File: config.mk
export PLATFORM = sky130hd
export DESIGN_NAME = pwr_mode_ctrl
export DESIGN_NICKNAME = d
export VERILOG_FILES = /design/src/pwr_mode_pkg.sv /design/src/osc_tick.sv /design/src/pwr_mode_ctrl.sv
export SDC_FILE = /design/constraint.sdc
export NUM_CORES = 1
export LEC_CHECK = 0
export BUFFER_PORTS_ARGS = -buffer_cell sky130_fd_sc_hd__buf_2
export CAP_MARGIN = 10
export CORE_MARGIN = 5
export CORE_UTILIZATION = 55
export CTS_CLUSTER_DIAMETER = 100
export CTS_CLUSTER_SIZE = 28
export DETAILED_ROUTE_END_ITERATION = 7
export PLACE_DENSITY = 0.78
export SETUP_SLACK_MARGIN = 0.5
export SYNTH_ARGS = -nofsm -noshare
export SYNTH_HDL_FRONTEND = slang
export SYNTH_SLANG_ARGS = --single-unit
File: constraint.sdc
create_clock -name clk -period 4.2 [get_ports clk]
set_input_delay 0.42 -clock clk [delete_from_list [all_inputs] [get_ports clk]]
set_output_delay 0.42 -clock clk [all_outputs]
set_load 0.05 [all_outputs]
File: src/pwr_mode_pkg.sv
// Constants, register map and state types of the power mode controller.
// Assumes a 40 MHz system clock and 32-bit APB register access.
package pwr_mode_pkg;

  // Register byte offsets
  localparam logic [7:0] ADDR_MODE = 8'h00;
  localparam logic [7:0] ADDR_CTRL = 8'h04;
  localparam logic [7:0] ADDR_STATUS = 8'h08;
  localparam logic [7:0] ADDR_IRQ_STAT = 8'h0C;
  localparam logic [7:0] ADDR_IRQ_MASK = 8'h10;

  // Mode register fields
  localparam int MODE_HLCS = 0;
  localparam int MODE_IDLE = 1;
  localparam int MODE_HRDY = 2;
  localparam int MODE_LRDY = 3;
  localparam int MODE_FAST = 4;
  localparam int MODE_DIV = 5;
  localparam logic [7:0] MODE_RESET = 8'h03;

  // Control register fields
  localparam int CTRL_WD_EN = 0;
  localparam int CTRL_OSC = 1;
  localparam int CTRL_KEEP = 7;
  localparam logic [7:0] CTRL_RESET = 8'h00;

  // Status register fields
  localparam int STAT_HALT = 0;
  localparam int STAT_WDX = 1;
  localparam int STAT_MODE = 4;

  // Interrupt bits
  localparam int IRQ_HALT = 0;
  localparam int IRQ_WAKE = 1;
  localparam int IRQ_HRDY = 2;
  localparam int IRQ_LRDY = 3;
  localparam int IRQ_W = 4;

  // Oscillator type codes
  localparam logic [1:0] OSC_XTAL = 2'h0;
  localparam logic [1:0] OSC_FAST_RC = 2'h1;
  localparam logic [1:0] OSC_SLOW_RC = 2'h2;

  // Oscillator rates and cycle counts
  localparam int CLK_HZ = 40000000;
  localparam int XTAL_HZ = 8000000;
  localparam int FAST_RC_HZ = 8000000;
  localparam int SLOW_RC_HZ = 32000;
  localparam int XTAL_DIV = CLK_HZ / XTAL_HZ;
  localparam int FAST_RC_DIV = CLK_HZ / FAST_RC_HZ;
  localparam int SLOW_RC_DIV = CLK_HZ / SLOW_RC_HZ;
  localparam logic [10:0] XTAL_STABLE = 11'h400;
  localparam logic [10:0] FAST_RC_STABLE = 11'h010;
  localparam logic [10:0] SLOW_RC_STABLE = 11'h002;
  localparam logic [1:0] SLOW_RC_WAKE = 2'h2;
  localparam logic [2:0] SLOW_DIV_MAX = 3'h1;

  typedef enum logic [2:0] {
    M_RUN, M_STOP_DEEP, M_STOP_WD, M_IDLE_OFF, M_IDLE_ON, M_WAKE, M_FAST
  } mode_e;

  typedef enum logic [1:0] {SRC_NONE, SRC_HIGH, SRC_HDIV, SRC_LOW} src_e;

endpackage

File: src/osc_tick.sv
// Oscillator model: one-cycle tick per oscillator period while running.
// Assumes a single system clock; divider restarts whenever the oscillator stops.
`timescale 1ns/10ps
module osc_tick #(
  parameter int DIV = 5
) (
  // Clock and reset
  input wire logic clk,
  input wire logic sys_rst,
  // Control and tick
  input wire logic run,
  output logic tick
);

  typedef struct packed {
    logic [15:0] cnt;
    logic tick;
  } tick_s;

  tick_s r, n;

  always_comb begin
    n = r;
    n.tick = 1'b0;
    if (!run) begin
      n.cnt = 16'h0000;
    end else if (r.cnt == 16'(DIV - 1)) begin
      n.cnt = 16'h0000;
      n.tick = 1'b1;
    end else begin
      n.cnt = r.cnt + 16'h0001;
    end
  end

  always_ff @(posedge clk) begin
    if (sys_rst) begin
      r <= '0;
    end else begin
      r <= n;
    end
  end

  assign tick = r.tick;

endmodule

File: src/pwr_mode_ctrl.sv
// Operating mode, system clock source and fast wake-up control with APB registers.
// Assumes halt and wake requests come from the core, synchronous to clk.
`timescale 1ns/10ps
module pwr_mode_ctrl (
  // Clock and reset
  input wire logic clk,
  input wire logic sys_rst,
  // APB slave
  input wire logic psel,
  input wire logic penable,
  input wire logic pwrite,
  input wire logic [7:0] paddr,
  input wire logic [31:0] pwdata,
  output logic [31:0] prdata,
  output logic pready,
  output logic pslverr,
  // Core events
  input wire logic halt_req,
  input wire logic wake_req,
  input wire logic watchdog_timeout,
  // Clock controls
  output logic [1:0] sys_clk_src,
  output logic [2:0] sys_clk_div,
  output logic high_osc_en,
  output logic low_osc_en,
  output logic high_div_clk_en,
  output logic time_base_en,
  output logic sub_clock_en,
  output logic cpu_run,
  // Watchdog
  output logic watchdog_run,
  output logic watchdog_clear,
  // Interrupt
  output logic irq
);

  typedef struct packed {
    logic [31:0] prdata;
    logic pready;
    logic pslverr;
    logic high_low_clock_select;
    logic idle_on_halt_enable;
    logic fast_wake_enable;
    logic [2:0] clock_divider_select;
    logic keep_clock_in_idle;
    logic wd_en;
    logic [1:0] osc_sel;
    logic high_osc_ready_flag;
    logic low_osc_ready_flag;
    logic [10:0] hcnt;
    logic [1:0] lcnt;
    logic [1:0] wcnt;
    pwr_mode_pkg::mode_e mode;
    pwr_mode_pkg::src_e src;
    logic fast_path;
    logic halt_entered_flag;
    logic watchdog_expiry_flag;
    logic [3:0] irq_st;
    logic [3:0] irq_mask;
    logic irq;
    logic high_on;
    logic low_on;
    logic tb_en;
    logic cpu_run;
    logic wd_run;
    logic wd_clear;
  } st_s;

  st_s r, n;
  logic [2:0] osc_run;
  logic [2:0] osc_tk;
  localparam int unsigned DIVS [3] = '{
    pwr_mode_pkg::XTAL_DIV, pwr_mode_pkg::FAST_RC_DIV, pwr_mode_pkg::SLOW_RC_DIV
  };

  // Oscillator models: crystal, fast RC, slow RC
  assign osc_run[0] = r.high_on && (r.osc_sel == pwr_mode_pkg::OSC_XTAL);
  assign osc_run[1] = r.high_on && (r.osc_sel == pwr_mode_pkg::OSC_FAST_RC);
  assign osc_run[2] = r.low_on;

  genvar gi;
  generate
    for (gi = 0; gi < 3; gi++) begin : g_osc
      osc_tick #(.DIV(DIVS[gi])) u_tick (
        .clk(clk),
        .sys_rst(sys_rst),
        .run(osc_run[gi]),
        .tick(osc_tk[gi])
      );
    end
  endgenerate

  function automatic logic [10:0] stable_ticks(input logic [1:0] sel);
    if (sel == pwr_mode_pkg::OSC_XTAL) begin
      return pwr_mode_pkg::XTAL_STABLE;
    end else if (sel == pwr_mode_pkg::OSC_FAST_RC) begin
      return pwr_mode_pkg::FAST_RC_STABLE;
    end else begin
      return pwr_mode_pkg::SLOW_RC_STABLE;
    end
  endfunction

  always_comb begin
    logic acc;
    logic wr;
    logic high_tick;
    logic slow_sel;
    logic hrdy_rise;
    logic lrdy_rise;
    logic wake_done;
    logic [3:0] ev;
    pwr_mode_pkg::src_e want;
    acc = psel && penable;
    wr = acc && r.pready && pwrite;
    high_tick = 1'b0;
    slow_sel = 1'b0;
    hrdy_rise = 1'b0;
    lrdy_rise = 1'b0;
    wake_done = 1'b0;
    ev = 4'h0;
    want = pwr_mode_pkg::SRC_HIGH;
    n = r;
    n.wd_clear = 1'b0;

    // APB: one wait state, write and read complete together
    n.pready = 1'b0;
    n.pslverr = 1'b0;
    if (acc && !r.pready) begin
      n.pready = 1'b1;
      n.prdata = 32'h0000_0000;
      unique case (paddr)
        pwr_mode_pkg::ADDR_MODE: begin
          n.prdata[pwr_mode_pkg::MODE_HLCS] = r.high_low_clock_select;
          n.prdata[pwr_mode_pkg::MODE_IDLE] = r.idle_on_halt_enable;
          n.prdata[pwr_mode_pkg::MODE_HRDY] = r.high_osc_ready_flag;
          n.prdata[pwr_mode_pkg::MODE_LRDY] = r.low_osc_ready_flag;
          n.prdata[pwr_mode_pkg::MODE_FAST] = r.fast_wake_enable;
          n.prdata[pwr_mode_pkg::MODE_DIV +: 3] = r.clock_divider_select;
        end
        pwr_mode_pkg::ADDR_CTRL: begin
          n.prdata[pwr_mode_pkg::CTRL_WD_EN] = r.wd_en;
          n.prdata[pwr_mode_pkg::CTRL_OSC +: 2] = r.osc_sel;
          n.prdata[pwr_mode_pkg::CTRL_KEEP] = r.keep_clock_in_idle;
        end
        pwr_mode_pkg::ADDR_STATUS: begin
          n.prdata[pwr_mode_pkg::STAT_HALT] = r.halt_entered_flag;
          n.prdata[pwr_mode_pkg::STAT_WDX] = r.watchdog_expiry_flag;
          n.prdata[pwr_mode_pkg::STAT_MODE +: 3] = r.mode;
        end
        pwr_mode_pkg::ADDR_IRQ_STAT: n.prdata[3:0] = r.irq_st;
        pwr_mode_pkg::ADDR_IRQ_MASK: n.prdata[3:0] = r.irq_mask;
        default: n.pslverr = 1'b1;
      endcase
    end
    if (wr) begin
      unique case (paddr)
        pwr_mode_pkg::ADDR_MODE: begin
          n.high_low_clock_select = pwdata[pwr_mode_pkg::MODE_HLCS];
          n.idle_on_halt_enable = pwdata[pwr_mode_pkg::MODE_IDLE];
          n.fast_wake_enable = pwdata[pwr_mode_pkg::MODE_FAST];
          n.clock_divider_select = pwdata[pwr_mode_pkg::MODE_DIV +: 3];
        end
        pwr_mode_pkg::ADDR_CTRL: begin
          n.wd_en = pwdata[pwr_mode_pkg::CTRL_WD_EN];
          n.osc_sel = pwdata[pwr_mode_pkg::CTRL_OSC +: 2];
          n.keep_clock_in_idle = pwdata[pwr_mode_pkg::CTRL_KEEP];
        end
        pwr_mode_pkg::ADDR_STATUS: begin
          if (pwdata[pwr_mode_pkg::STAT_HALT]) begin
            n.halt_entered_flag = 1'b0;
          end
          if (pwdata[pwr_mode_pkg::STAT_WDX]) begin
            n.watchdog_expiry_flag = 1'b0;
          end
        end
        pwr_mode_pkg::ADDR_IRQ_STAT: n.irq_st = r.irq_st & ~pwdata[3:0];
        pwr_mode_pkg::ADDR_IRQ_MASK: n.irq_mask = pwdata[3:0];
        default: n.pslverr = 1'b0;
      endcase
    end

    // High oscillator tick in use
    if (r.osc_sel == pwr_mode_pkg::OSC_XTAL) begin
      high_tick = osc_tk[0];
    end else if (r.osc_sel == pwr_mode_pkg::OSC_FAST_RC) begin
      high_tick = osc_tk[1];
    end else begin
      high_tick = osc_tk[2];
    end

    // Stabilisation counters behind the ready flags
    if (!r.high_on) begin
      n.hcnt = 11'h000;
      n.high_osc_ready_flag = 1'b0;
    end else if (!r.high_osc_ready_flag && high_tick) begin
      n.hcnt = r.hcnt + 11'h001;
      if (n.hcnt == stable_ticks(r.osc_sel)) begin
        n.high_osc_ready_flag = 1'b1;
        hrdy_rise = 1'b1;
      end
    end
    if (!r.low_on) begin
      n.lcnt = 2'h0;
      n.low_osc_ready_flag = 1'b0;
    end else if (!r.low_osc_ready_flag && osc_tk[2]) begin
      n.lcnt = r.lcnt + 2'h1;
      if (n.lcnt == pwr_mode_pkg::SLOW_RC_WAKE) begin
        n.low_osc_ready_flag = 1'b1;
        lrdy_rise = 1'b1;
      end
    end

    // Wanted source from select bit and divider field
    slow_sel = !r.high_low_clock_select &&
      (r.clock_divider_select <= pwr_mode_pkg::SLOW_DIV_MAX);
    if (r.high_low_clock_select) begin
      want = pwr_mode_pkg::SRC_HIGH;
    end else if (slow_sel) begin
      want = pwr_mode_pkg::SRC_LOW;
    end else begin
      want = pwr_mode_pkg::SRC_HDIV;
    end

    unique case (r.mode)
      pwr_mode_pkg::M_RUN: begin
        if (halt_req) begin
          ev[pwr_mode_pkg::IRQ_HALT] = 1'b1;
          n.halt_entered_flag = 1'b1;
          n.watchdog_expiry_flag = 1'b0;
          n.wd_clear = 1'b1;
          n.src = pwr_mode_pkg::SRC_NONE;
          if (!r.idle_on_halt_enable && !r.wd_en) begin
            n.mode = pwr_mode_pkg::M_STOP_DEEP;
          end else if (!r.idle_on_halt_enable) begin
            n.mode = pwr_mode_pkg::M_STOP_WD;
          end else if (!r.keep_clock_in_idle) begin
            n.mode = pwr_mode_pkg::M_IDLE_OFF;
          end else begin
            n.mode = pwr_mode_pkg::M_IDLE_ON;
            n.src = r.src;
          end
        end else if (want == pwr_mode_pkg::SRC_LOW) begin
          if (r.low_osc_ready_flag) begin
            n.src = pwr_mode_pkg::SRC_LOW;
          end
        end else if (r.high_osc_ready_flag) begin
          n.src = want;
        end
      end
      pwr_mode_pkg::M_STOP_DEEP, pwr_mode_pkg::M_STOP_WD, pwr_mode_pkg::M_IDLE_OFF: begin
        if (wake_req) begin
          n.mode = pwr_mode_pkg::M_WAKE;
          n.wcnt = 2'h0;
          // Slow RC runs in watchdog stop and clock-off idle but not in deep stop, so deep stop never takes it
          n.fast_path = r.fast_wake_enable && (r.osc_sel == pwr_mode_pkg::OSC_XTAL) &&
            !slow_sel && (r.mode != pwr_mode_pkg::M_STOP_DEEP);
        end
      end
      pwr_mode_pkg::M_IDLE_ON: begin
        if (wake_req) begin
          n.mode = pwr_mode_pkg::M_RUN;
          wake_done = 1'b1;
        end
      end
      pwr_mode_pkg::M_WAKE: begin
        if (r.fast_path) begin
          if (osc_tk[2] && r.wcnt != pwr_mode_pkg::SLOW_RC_WAKE) begin
            n.wcnt = r.wcnt + 2'h1;
          end
          if (r.wcnt == pwr_mode_pkg::SLOW_RC_WAKE) begin
            n.mode = pwr_mode_pkg::M_FAST;
            n.src = pwr_mode_pkg::SRC_LOW;
            wake_done = 1'b1;
          end
        end else if (slow_sel) begin
          if (r.low_osc_ready_flag) begin
            n.mode = pwr_mode_pkg::M_RUN;
            n.src = pwr_mode_pkg::SRC_LOW;
            wake_done = 1'b1;
          end
        end else if (r.high_osc_ready_flag) begin
          n.mode = pwr_mode_pkg::M_RUN;
          n.src = want;
          wake_done = 1'b1;
        end
      end
      pwr_mode_pkg::M_FAST: begin
        if (r.high_osc_ready_flag) begin
          n.mode = pwr_mode_pkg::M_RUN;
          n.src = want;
        end
      end
    endcase
    ev[pwr_mode_pkg::IRQ_WAKE] = wake_done;
    ev[pwr_mode_pkg::IRQ_HRDY] = hrdy_rise;
    ev[pwr_mode_pkg::IRQ_LRDY] = lrdy_rise;

    // Oscillator and clock gating for the next state
    n.high_on = 1'b1;
    if (n.mode == pwr_mode_pkg::M_STOP_DEEP || n.mode == pwr_mode_pkg::M_STOP_WD ||
        n.mode == pwr_mode_pkg::M_IDLE_OFF) begin
      n.high_on = 1'b0;
    end else if (n.mode == pwr_mode_pkg::M_RUN && n.src == pwr_mode_pkg::SRC_LOW &&
                 slow_sel) begin
      n.high_on = 1'b0;
    end
    n.low_on = (n.mode != pwr_mode_pkg::M_STOP_DEEP);
    n.tb_en = (n.mode != pwr_mode_pkg::M_STOP_DEEP) && (n.mode != pwr_mode_pkg::M_STOP_WD);
    n.cpu_run = (n.mode == pwr_mode_pkg::M_RUN) || (n.mode == pwr_mode_pkg::M_FAST);
    n.wd_run = r.wd_en && (n.mode != pwr_mode_pkg::M_STOP_DEEP);

    // Sticky flags: hardware set wins over software clear
    if (watchdog_timeout && r.wd_run) begin
      n.watchdog_expiry_flag = 1'b1;
    end
    n.irq_st = n.irq_st | ev;
    n.irq = |(n.irq_st & n.irq_mask);
  end

  always_ff @(posedge clk) begin
    if (sys_rst) begin
      r <= '0;
      r.high_low_clock_select <= pwr_mode_pkg::MODE_RESET[pwr_mode_pkg::MODE_HLCS];
      r.idle_on_halt_enable <= pwr_mode_pkg::MODE_RESET[pwr_mode_pkg::MODE_IDLE];
      r.keep_clock_in_idle <= pwr_mode_pkg::CTRL_RESET[pwr_mode_pkg::CTRL_KEEP];
      r.mode <= pwr_mode_pkg::M_RUN;
      r.src <= pwr_mode_pkg::SRC_HIGH;
      r.high_on <= 1'b1;
      r.low_on <= 1'b1;
      r.tb_en <= 1'b1;
      r.cpu_run <= 1'b1;
    end else begin
      r <= n;
    end
  end

  assign prdata = r.prdata;
  assign pready = r.pready;
  assign pslverr = r.pslverr;
  assign sys_clk_src = r.src;
  assign sys_clk_div = r.clock_divider_select;
  assign high_osc_en = r.high_on;
  assign low_osc_en = r.low_on;
  assign high_div_clk_en = r.high_on;
  assign time_base_en = r.tb_en;
  assign sub_clock_en = r.low_on;
  assign cpu_run = r.cpu_run;
  assign watchdog_run = r.wd_run;
  assign watchdog_clear = r.wd_clear;
  assign irq = r.irq;

endmodule

# Yosys cells after proc, flatten, opt, wreduce, memory -nomap -nowiden
# Index checks and enable logic that the tools add are counted.
# Widths: inputs -> output; s select.
[classes]
n_addsub = 6
multipliers = 0
div_mod_pow = 0
order_cmp = 1
n_eq_ne = 30
n_shift = 0
n_mux = 71
bitwise_logic = 8
reduce_logical = 50
[op_table]
columns = ["cell", "count"]
rows = [
  ["$add 16x1->16 const B", 3],
  ["$mux 11", 4],
  ["$mux 5", 7],
  ["$eq 16x3->1 const B", 2],
  ["$mux 2", 14],
  ["$mux 1", 27],
  ["$logic_and 1x1->1", 19],
  ["$eq 16x11->1 const B", 1],
  ["$eq 8x4->1 const B", 2],
  ["$mux 3", 5],
  ["$pmux 3 s5", 1],
  ["$eq 3x2->1 const B", 4],
  ["$eq 3x3->1 const B", 4],
  ["$mux 4", 3],
  ["$reduce_or 3->1", 4],
  ["$add 11x1->11 const B", 1],
  ["$eq 11x11->1", 1],
  ["$mux 10", 1],
  ["$pmux 2 s5", 1],
  ["$reduce_and 2->1", 5],
  ["$and 4x4->4", 2],
  ["$eq 2x2->1 const B", 4],
  ["$eq 8x3->1 const B", 1],
  ["$eq 8x5->1 const B", 1],
  ["27 further kinds", 49],
]
[totals]
regBits = 111
latchBits = 0
ram_bits = 0
rom_bits = 0
input_bits = 48
out_inout_bits = 48
elab_cells = 201
memories = 0

# Depth between registers and ports, before layout
# Gate-level depths: netlist of the first run.
[logic_depth]
ltp_word = 13
depth_mapped = 8
ltp_nobuf = 8

# Hierarchy
# Synthesis of the first run repeated with hierarchy kept, for this count alone.
[hier_totals]
cells_unflattened = 711
hier_area_um2 = 5916.9
[modules_own_cells]
columns = ["module", "n_inst", "cells_per_inst", "area_per_inst_um2", "seq_area_each_um2"]
rows = [
  ["pwr_mode_ctrl", 1, 448, 3623.5, 1201.2],
  ["osc_tick (g_osc[0].u_tick ...)", 2, 88, 769.5, 340.3],
  ["osc_tick (g_osc[2].u_tick)", 1, 87, 754.5, 340.3],
]

# Least setup slack after synthesis of the first run
# Ideal clock, no wire load.
[synth_timing]
path_type = "input to register"
from = "in paddr[1]"
to = "reg r, in the netlist irq"
setup_ps = 132
t_arrival_ps = 2088
t_required_ps = 4068
path_slack_ps = 1980
stages = 7
n_path_buf = 1
cell_sequence = "or4_4 -> buf_6 -> nor4_4 -> mux2i_1 -> o22ai_1 -> a211oi_1 -> a21oi_1"
[synth_via]
elab_chain_cells = 6
word_cells_on_any_way = 8
classes_between = "eq/ne (2); mux (3); bitwise (2); reduce/logical (1)"
[synth_rtl]
columns = ["item", "line", "text"]
rows = [
  ["start, declared", "pwr_mode_ctrl.sv:12", "input wire logic [7:0] paddr,"],
  ["$eq 8x4->1", "pwr_mode_ctrl.sv:156", "unique case (paddr)"],
  ["$mux 4", "pwr_mode_ctrl.sv:156", ""],
  ["$mux 10 (*)", "pwr_mode_ctrl.sv:155", "if (wr) begin"],
  ["$or 4x4->4", "pwr_mode_ctrl.sv:316", "n.irq_st = n.irq_st | ev;"],
  ["$and 4x4->4 (*)", "pwr_mode_ctrl.sv:317", "n.irq = |(n.irq_st & n.irq_mask);"],
  ["$reduce_or 4->1 (*)", "pwr_mode_ctrl.sv:317", ""],
  ["end signal, assigned", "pwr_mode_ctrl.sv:333", "r <= n;"],
  ["end, declared", "pwr_mode_ctrl.sv:69", "st_s r, n;"],
]
# Mark *: on every way between the ends. The rest lies on a longest branch, timed or not.
# A chain may end at the register's enable or synchronous reset.

# Final worst setup path of the first run
[layout_timing]
from = "reg r[49] in the netlist's numbering"
to = "reg r, in the netlist low_osc_en"
[layout_via]
elab_chain_cells = 6
[layout_rtl]
columns = ["item", "line", "text"]
rows = [
  ["$logic_not 1->1", "pwr_mode_ctrl.sv:214", "slow_sel = !r.high_low_clock_select &&"],
  ["$logic_and 1x1->1", "pwr_mode_ctrl.sv:214", ""],
  ["$mux 5", "pwr_mode_ctrl.sv:275", "end else if (slow_sel) begin"],
  ["$mux 5", "pwr_mode_ctrl.sv:266", "if (r.fast_path) begin"],
  ["$pmux 3 s5", "pwr_mode_ctrl.sv:224", "unique case (r.mode)"],
  ["$ne 3x1->1", "pwr_mode_ctrl.sv:307", "n.low_on = (n.mode != pwr_mode_pkg::M_STOP_DEEP);"],
]
# No other way between the ends.

==> results.yml, run 1 <==
cells_and_area:
  final_cells: 831
  regArea_um2: 2222
  utilization_pct: 58.66
  n_fill_cell: 909
  finalNetCount: 747
  num_antenna_cells: 0
  synthToLayoutAreaGrowth_pct: 5.899
  multiInputGateArea_um2: 3037
  drive_gt1_share_pct: 10.65
floorplanning:
  coreArea_um2: 10180
  rows: 37
  boundaryPins: 96
  die_h_um: 111.3
  dieArea_um2: 12380
  initial_utilization_pct: 55.39
  die_w_um: 111.3
setup_path:
  arrival_ns: 2.69
  rrSetupSlack_ns: 1.77
  crit_fanout: 7
  worstRegToRegCells: 6
  r2r_end: "low_osc_en"
  cp-end-kind: "register"
  crit_required_ns: 4.46
  timing.rr.start: "r[49]"
  critical_path_class: "register to register"
  worstSetupStartpointType: "register"
route:
  drt_iter0_markers: 307
  avgViaCountPerCell: 5.525
  detail-route-antenna-nets: 0
  routed_wl_mm: 11.85
  drc: 0
  dr.pass1.iters: 6
  vias: 4591
  wire_per_inst_um: 14.26
cts:
  clock-sinks: 111
  clk_latency_ns: 0.37
  cts_tree: "done"
  cts.hold.buffers_added: 0
  postCtsSetupBuffers: 0
  cts.clk_slew.worst_paths_ns: 0.10
  cts_max_level: 3
  cts_resized: 0
  cts_made_buffers: 9
  clock_path_buffers: 2
  cts-root-buf: "clkbuf_8"
sta:
  fin_skew_ns: 0.01244
  setup_tns_ns: 0
  finalMaxSlewViolations: 0
  hold_viol: 0
  period_share_pct: 57.96
  setup_ws_ns: 1.766
  min_period_ns: 2.434
  timing.slew.headroom_pct: 44.14
  setup_viol: 0
  tightest_slew_ns: 0.8302
  rsz0062_at_grt: "no"
  fmax_mhz: 410.8
place:
  port_buffers: 47
  dp_slack_ns: 1.604
  place_inst: 815
  hpwlAfterDp_mm: 8.636
  globalplace.congestion: 0.9372
grt:
  grt_overflow_total: 0
  grt_pass1_vias: 4255
  antenna_found_initial: 0
  grt_max_degree: 46
  grt_pass1_wl_mm: 19.78
  track_usage_pct: 19.03
logic_synthesis:
  synthArstFlopShare_pct: 0
  syn_inst: 673
  synth.area.top_cells: "dfxtp_1, nor2_1, buf_4, xor2_1, nand3_1"
  synth_top_area_share_pct: 39.39
  synth_edf_count: 0
  synth_seq_area_share_pct: 39.39
  syn_area_um2: 5642
  syn_avg_cell_area_um2: 8.383
  ys_types: 57
  synthTopCellsByCount: "dfxtp_1, nor2_1, nand3_1, nand2_1, buf_4"
  yosysWarnings: 0
  post-synth-top-area-cell: "dfxtp_1"
  synth-seq-cells: 111
  yosysMostFrequentCell: "dfxtp_1"
  synth_ff_type: "dfxtp_1"
power_and_ir_drop:
  vdd_drop_max_mv: 0.3024
  power_density_nw_per_um2: 417.7
  p_leak_nw: 2.204
min_path:
  hp-start: "pwdata[5]"
  min_to: "sys_clk_div[0]"
  hp-class: "input port to register"
  holdPathStages: 3
status:
  status: "finished, final reports clean"
flow_run:
  maxCapViolations: 0
[report_power, final]
part | switching (W) | total, W | internal [W]
clock | 0.000353 | 0.000724 | 0.000371
combinational | 0.000403 | 0.000570 | 0.000167
sequential | 0.0000914 | 0.00120 | 0.00111
[registers in the layout, summed over array words and instances, names as in the netlist, 2 cells and up]
signal and count:
g_osc.u_tick.r 48, g_osc.u_tick.tick 3, prdata 8, sys_clk_div 3
r 38, sys_clk_src 2
[through the flow]
stage,cell area [µm²],hold WS (ns),power [W]
after global routing,5974,0.2608,0.002623
final,5974,0.2835,0.002496
after global placement,5743,0.4547,0.001773
after CTS,5974,0.2769,0.002505
after detailed placement,5743,0.4657,0.001789
after floorplan,5728,0.4411,0.001691
[cell usage in the layout, fill, tap and decap left out, types with 4 or more instances in the layout]
master	synthesis	routed
xor2_1	32	32
xnor2_1	25	25
nand2_1	42	42
conb_1	1	24
mux2i_1	14	14
a32oi_1	6	6
nor4b_1	6	6
nand4_1	19	19
a21oi_1	24	24
ha_1	9	9
nor2_1	106	106
or3_1	8	8
nor2b_1	11	11
dfxtp_1	111	111
o21ai_0	20	20
nor3_1	14	14
nand2b_1	9	9
nand3_1	44	44
and3_1	11	11
clkbuf_8	0	11
o211ai_1	4	4
nor4_1	6	6
and4_1	4	4
inv_1	19	19
a211oi_1	4	4
nand3b_1	5	5
buf_2	0	47
a22oi_1	10	10
[worst max-delay path, stage by stage, from the launching register on]
cell,delay [ns]
dfxtp_1,0.38
nor3_1,0.49
mux2i_1,0.33
o211ai_1,0.13
a32oi_1,0.42
nor3b_1,0.47
nand2b_1,0.10
[final cells by class]
class                   instances  area share (%)
multi-input cells             501           50.83
flip-flops and latches        111           37.19
repair buffers                 48           4.063
well taps                     136           2.848
clock buffers                  12           2.597
clock inverters                 4           1.277
inverters                      19           1.194
[logic make-up after synthesis]
family	count (synthesis)	synth area share (%)
multiplexers	20	4.081
buffers and inverters	84	8.317
flip-flops	111	39.39
other	1	0.06647
XOR/XNOR	57	8.849
AO/OA/AOI/OAI	92	10.45
adder cells (fa/ha/maj)	9	1.996
AND/OR/NAND/NOR	299	26.86
[per-layer routing]
metal	GRT usage, %	routed length (µm)	up-vias
li1	-	-	2311
met1	24.36	5280	2150
met2	31.68	5740	119
met3	4.367	711	11
met4	6.245	123	0
met5	0	0	-
[worst max path at each step]
stage | start | end | slack, ns
5_1_grt | r[49] | low_osc_en | 1.54
3_5_place_dp | paddr[1] | irq | 1.60
6_report | r[49] | low_osc_en | 1.77
2_1_floorplan | paddr[1] | irq | 1.98
3_3_place_gp | paddr[1] | irq | 1.63
4_1_cts | r[49] | low_osc_en | 1.80
No activity file was read; power rests on OpenSTA's default activity.
==> run 2, diff against run 1 <==
clock period = 2.3 ns   (was 4.2 ns; I/O delays follow)
==> results.yml, run 2 (synthesized netlist as in run 1, its figures left out) <==
sta:
  min_period_ns: 1.817
  fin_skew_ns: 0.01384
  finalMaxSlewViolations: 0
  tightest_slew_ns: 0.5064
  setup_viol: 0
  timing.slew.headroom_pct: 65.98
  hold_ws_ns: 0.08267
  hold_viol: 0
  period_share_pct: 79.02
  fmax_mhz: 550.2
  setup_ws_ns: 0.4826
  rsz0062_at_grt: "yes"
  setup_tns_ns: 0
cells_and_area:
  largest_reg_flops: 48
  n_fill_cell: 876
  most-common-layout-cells: "nor2_1, dfxtp_1, buf_2, nand3_1, nand2_1"
  final_common_cell: "nor2_1"
  multiInputGateArea_um2: 3122
  final_cells: 851
  finalNetCount: 767
  drive_gt1_share_pct: 17.23
  regMostFlops: "g_osc.u_tick.r"
  regArea_um2: 2250
  synthToLayoutAreaGrowth_pct: 9.847
  fin_area_um2: 6197
grt:
  grt_overflow_total: 0
  antenna_found_initial: 0
  track_usage_pct: 20.10
  grt_max_degree: 44
  grt_pass1_wl_mm: 20.92
  grt_pass1_vias: 4560
cts:
  clock-sinks: 111
  clk_latency_ns: 0.38
  cts_made_buffers: 9
  cts.clk_slew.worst_paths_ns: 0.10
  cts_max_level: 3
  cts-root-buf: "clkbuf_8"
  cts_tree: "done"
  clock_path_buffers: 2
route:
  routed.top_layer: "met4"
  drt_iter0_markers: 513
  wl_met3_um: 713
  met1_length_mm: 5.425
  routed_wl_mm: 12.59
  wl_met2_mm: 6.126
  avgViaCountPerCell: 5.676
  detail-route-antenna-nets: 0
  dr.pass1.iters: 5
  vias: 4830
  drc: 0
  wire_per_inst_um: 14.80
setup_path:
  cp-end-kind: "register"
  crit_required_ns: 2.57
  critical_path_class: "register to register"
  crit_family: "simple AND/OR/NAND/NOR gates"
  worstSetupStartpointType: "register"
  arrival_ns: 2.08
  crit_fanout: 5
  cp_slowest_stage_delay_ns: 0.36
  cp_cell_sequence: "nor3_4, mux2i_2, o211ai_1, a32oi_2, nor3b_2, buf_4, nor3b_1"
  cp_slowest_cell: "dfxtp_2"
  cp.buffers_inverters: 1
status:
  status: "finished, final reports clean"
power_and_ir_drop:
  p_leak_nw: 2.298
  vdd_drop_max_mv: 0.4193
  power_density_nw_per_um2: 732.3
floorplanning:
  boundaryPins: 96
  initial_utilization_pct: 55.39
  rows: 37
  dieArea_um2: 12380
  die_h_um: 111.3
  die_w_um: 111.3
  coreArea_um2: 10180
min_path:
  hp-class: "input port to register"
place:
  place_inst: 827
  globalplace.congestion: 0.9549
  dp_slack_ns: 0.02626
  hpwlAfterDp_mm: 8.960
  port_buffers: 47
  place_area_um2: 5842
flow_run:
  maxCapViolations: 0
-- run 2: final timing paths --
path                       start        endpoint  slack (ns)  depth (start not counted)
setup reg to reg  sys_clk_div[1]    watchdog_run        0.48                          7
hold / removal         pwdata[6]  sys_clk_div[1]        0.08                          3
setup / recovery  sys_clk_div[1]    watchdog_run        0.48                          7
hold reg to reg   sys_clk_div[0]  sys_clk_div[0]        0.48                          2
-- run 2: area by class of cell --
cell class	count	area share [%]
clock buffer	12	2.342
clock inverter	3	0.7066
multi-input combinational	501	50.37
sequential	111	36.30
antenna	1	0.04038
inverter	19	1.151
timing repair buffer	68	6.340
tap	136	2.746
-- run 2: layer usage --
layer  GRT usage, %  up-vias
li1               -     2351
met1          25.63     2303
met2          32.81      147
met3          4.148       29
met4          8.840        0
met5              0        -
-- run 2: stage by stage --
step           utilization [%]  power, W
4_1_cts                  59.91  0.004518
2_1_floorplan                -  0.003099
5_1_grt                  60.82  0.004768
3_3_place_gp             57.36  0.003319
6_report                 60.85  0.004538
3_5_place_dp             57.36  0.003346
-- run 2: tightest hold or removal path, stage by stage --
cell,delay [ns]
buf_2,0.10
nand3_1,0.06
a21oi_1,0.05
-- run 2: timing repair --
| item | CTS | global route |
|---|---|---|
| gates resized for setup | 9 | 26 |
| hold buffers | 0 | 0 |
| buffers inserted | 6 | 2 |
| pin swaps | 5 | 6 |
| endpoints found under the setup margin | 23 | 43 |
-- run 2: where the power goes --
group          internal (W)  total (W)  switching (W)  leakage (nW)
sequential          0.00203    0.00220       0.000170         0.905
combinational      0.000390    0.00117       0.000777          1.30
clock              0.000529    0.00117       0.000638        0.0964
==> run 3, diff against run 2 <==
CORE_UTILIZATION = 51   (was 55)
PLACE_DENSITY = 0.76   (was 0.78)
clock period = 1.51 ns   (was 2.3 ns; I/O delays follow)
==> results.yml, run 3 (synthesized netlist as in run 1, its figures left out) <==
setup_path:
  cp-end-kind: "register"
  worstSetupStartpointType: "register"
  arrival_ns: 2.20
  cp_slowest_cell: "dfxtp_4"
  cp.buffers_inverters: 0
  cp_cell_sequence: "nor2_2, xor2_1, xnor2_1, o31ai_2, nand4_1, a21oi_1"
  cp_slowest_stage_delay_ns: 0.40
  crit_family: "compound AO/OA/AOI/OAI gates"
  crit_required_ns: 1.85
  rrSetupSlack_ns: -0.35
  critical_path_class: "register to register"
  crit_fanout: 6
sta:
  hold_viol: 0
  rsz0062_at_grt: "yes"
  setup_viol: 53
  tightest_slew_ns: 0.5554
  setup_ws_ns: -0.3470
  min_period_ns: 1.857
  finalMaxSlewViolations: 0
  fmax_mhz: 538.5
  hold_ws_ns: 0.005692
  timing.slew.headroom_pct: 61.91
  setup_tns_ns: -6.108
  period_share_pct: 123.0
  fin_skew_ns: 0.02183
cts:
  clk_latency_ns: 0.41
  cts_tree: "done"
  cts_max_level: 3
  cts.clk_slew.worst_paths_ns: 0.12
  clock_path_buffers: 2
  cts_made_buffers: 9
  cts-root-buf: "clkbuf_8"
  clock-sinks: 111
route:
  dr.pass1.iters: 7
  wire_per_inst_um: 21.70
  detail-route-antenna-nets: 0
  drc: 0
  routed_wl_mm: 21.70
  vias: 6180
  avgViaCountPerCell: 6.180
  drt_iter0_markers: 645
place:
  globalplace.congestion: 0.9664
  hpwlAfterDp_mm: 10.19
  port_buffers: 47
  place_inst: 904
status:
  violations: "negative setup slack"
  status: "complete, but fails checks"
min_path:
  hp-class: "input port to register"
power_and_ir_drop:
  total_power_w: 0.009013
  vdd_drop_max_mv: 1.178
  p_leak_nw: 3.437
  power_density_nw_per_um2: 981.5
cells_and_area:
  final_cells: 1000
  finalNetCount: 912
  drive_gt1_share_pct: 58.02
  regMostFlops: "g_osc.u_tick.r"
  num_antenna_cells: 0
  largest_reg_flops: 48
  final_common_cell: "buf_4"
  synthToLayoutAreaGrowth_pct: 62.76
  most-common-layout-cells: "buf_4, nor2_1, buf_6, dfxtp_1, dfxtp_2"
floorplanning:
  coreArea_um2: 10840
  rows: 38
  dieArea_um2: 13270
  boundaryPins: 96
  initial_utilization_pct: 52.04
  die_w_um: 115.2
  die_h_um: 115.2
grt:
  antenna_found_initial: 0
  grt_max_degree: 32
  grt_pass1_vias: 5715
  grt_pass1_wl_mm: 28.48
  track_usage_pct: 26.81
  grt_overflow_total: 0
flow_run:
  maxCapViolations: 0
-- run 3: changes by cell type in the layout (fill, tap and decap cells not counted), sizes merged --
cell,change
inv,+2
diode,-1
nand3,+1
dlygate4sd3,+4
clkinv,-1
bufinv,+1
buf,+139
nand2,+1
clkbuf,-1
-- run 3: metal layers --
metal	GRT usage (%)	part of all wire [%]	routed length [µm]
met1	31.15	35	7625
met2	48.03	51	10980
met3	4.474	7.6	1658
met4	12.28	6.6	1432
met5	0	0	0
-- run 3: worst min-delay path, cell delays in order --
cell     delay, ns
buf_2         0.13
nand3_2       0.07
a21oi_2       0.05
-- run 3: path summary, 6_finish.rpt --
check             cells past startpoint                   end            startpoint
hold reg to reg                       1  g_osc[0].u_tick.r[1]  g_osc[0].u_tick.r[1]
setup reg to reg                      6                   irq                 r[41]
setup / recovery                      6                   irq                 r[41]
hold / removal                        3        sys_clk_div[2]             pwdata[7]
-- run 3: final cells by class --
cell class	count	area, µm²
Inverter	19	83.83
Multi-Input combinational cell	503	4379
Clock buffer	11	151.4
Fill cell	486	1658
Clock inverter	5	77.57
Timing Repair Buffer	211	1956
Sequential cell	111	2360
Tap cell	140	175.2
-- run 3: power breakdown --
part | switching (W) | internal [W]
Combinational | 0.00196 | 0.00155
Clock | 0.00108 | 0.00103
Sequential | 0.000274 | 0.00312
Total | 0.00331 | 0.00570
-- run 3: through the flow --
step	utilization (%)	area (µm²)	setup WS, ns
after floorplan	-	6193	-0.4402
after global placement	62.23	6746	-0.4704
after detailed placement	62.23	6746	-0.5165
after CTS	76.33	8274	-0.2044
after global routing	84.71	9183	-0.4177
final	84.71	9183	-0.3470
-- run 3: what timing repair did --
item | CTS | global route
setup buffers | 48 | 25
hold buffers | 4 | 0
gates resized for setup | 242 | 164
pin swaps | 77 | 71
setup endpoints to repair | 134 | 134
hold endpoints to repair | 4 | 0
cloned | 3 | 0
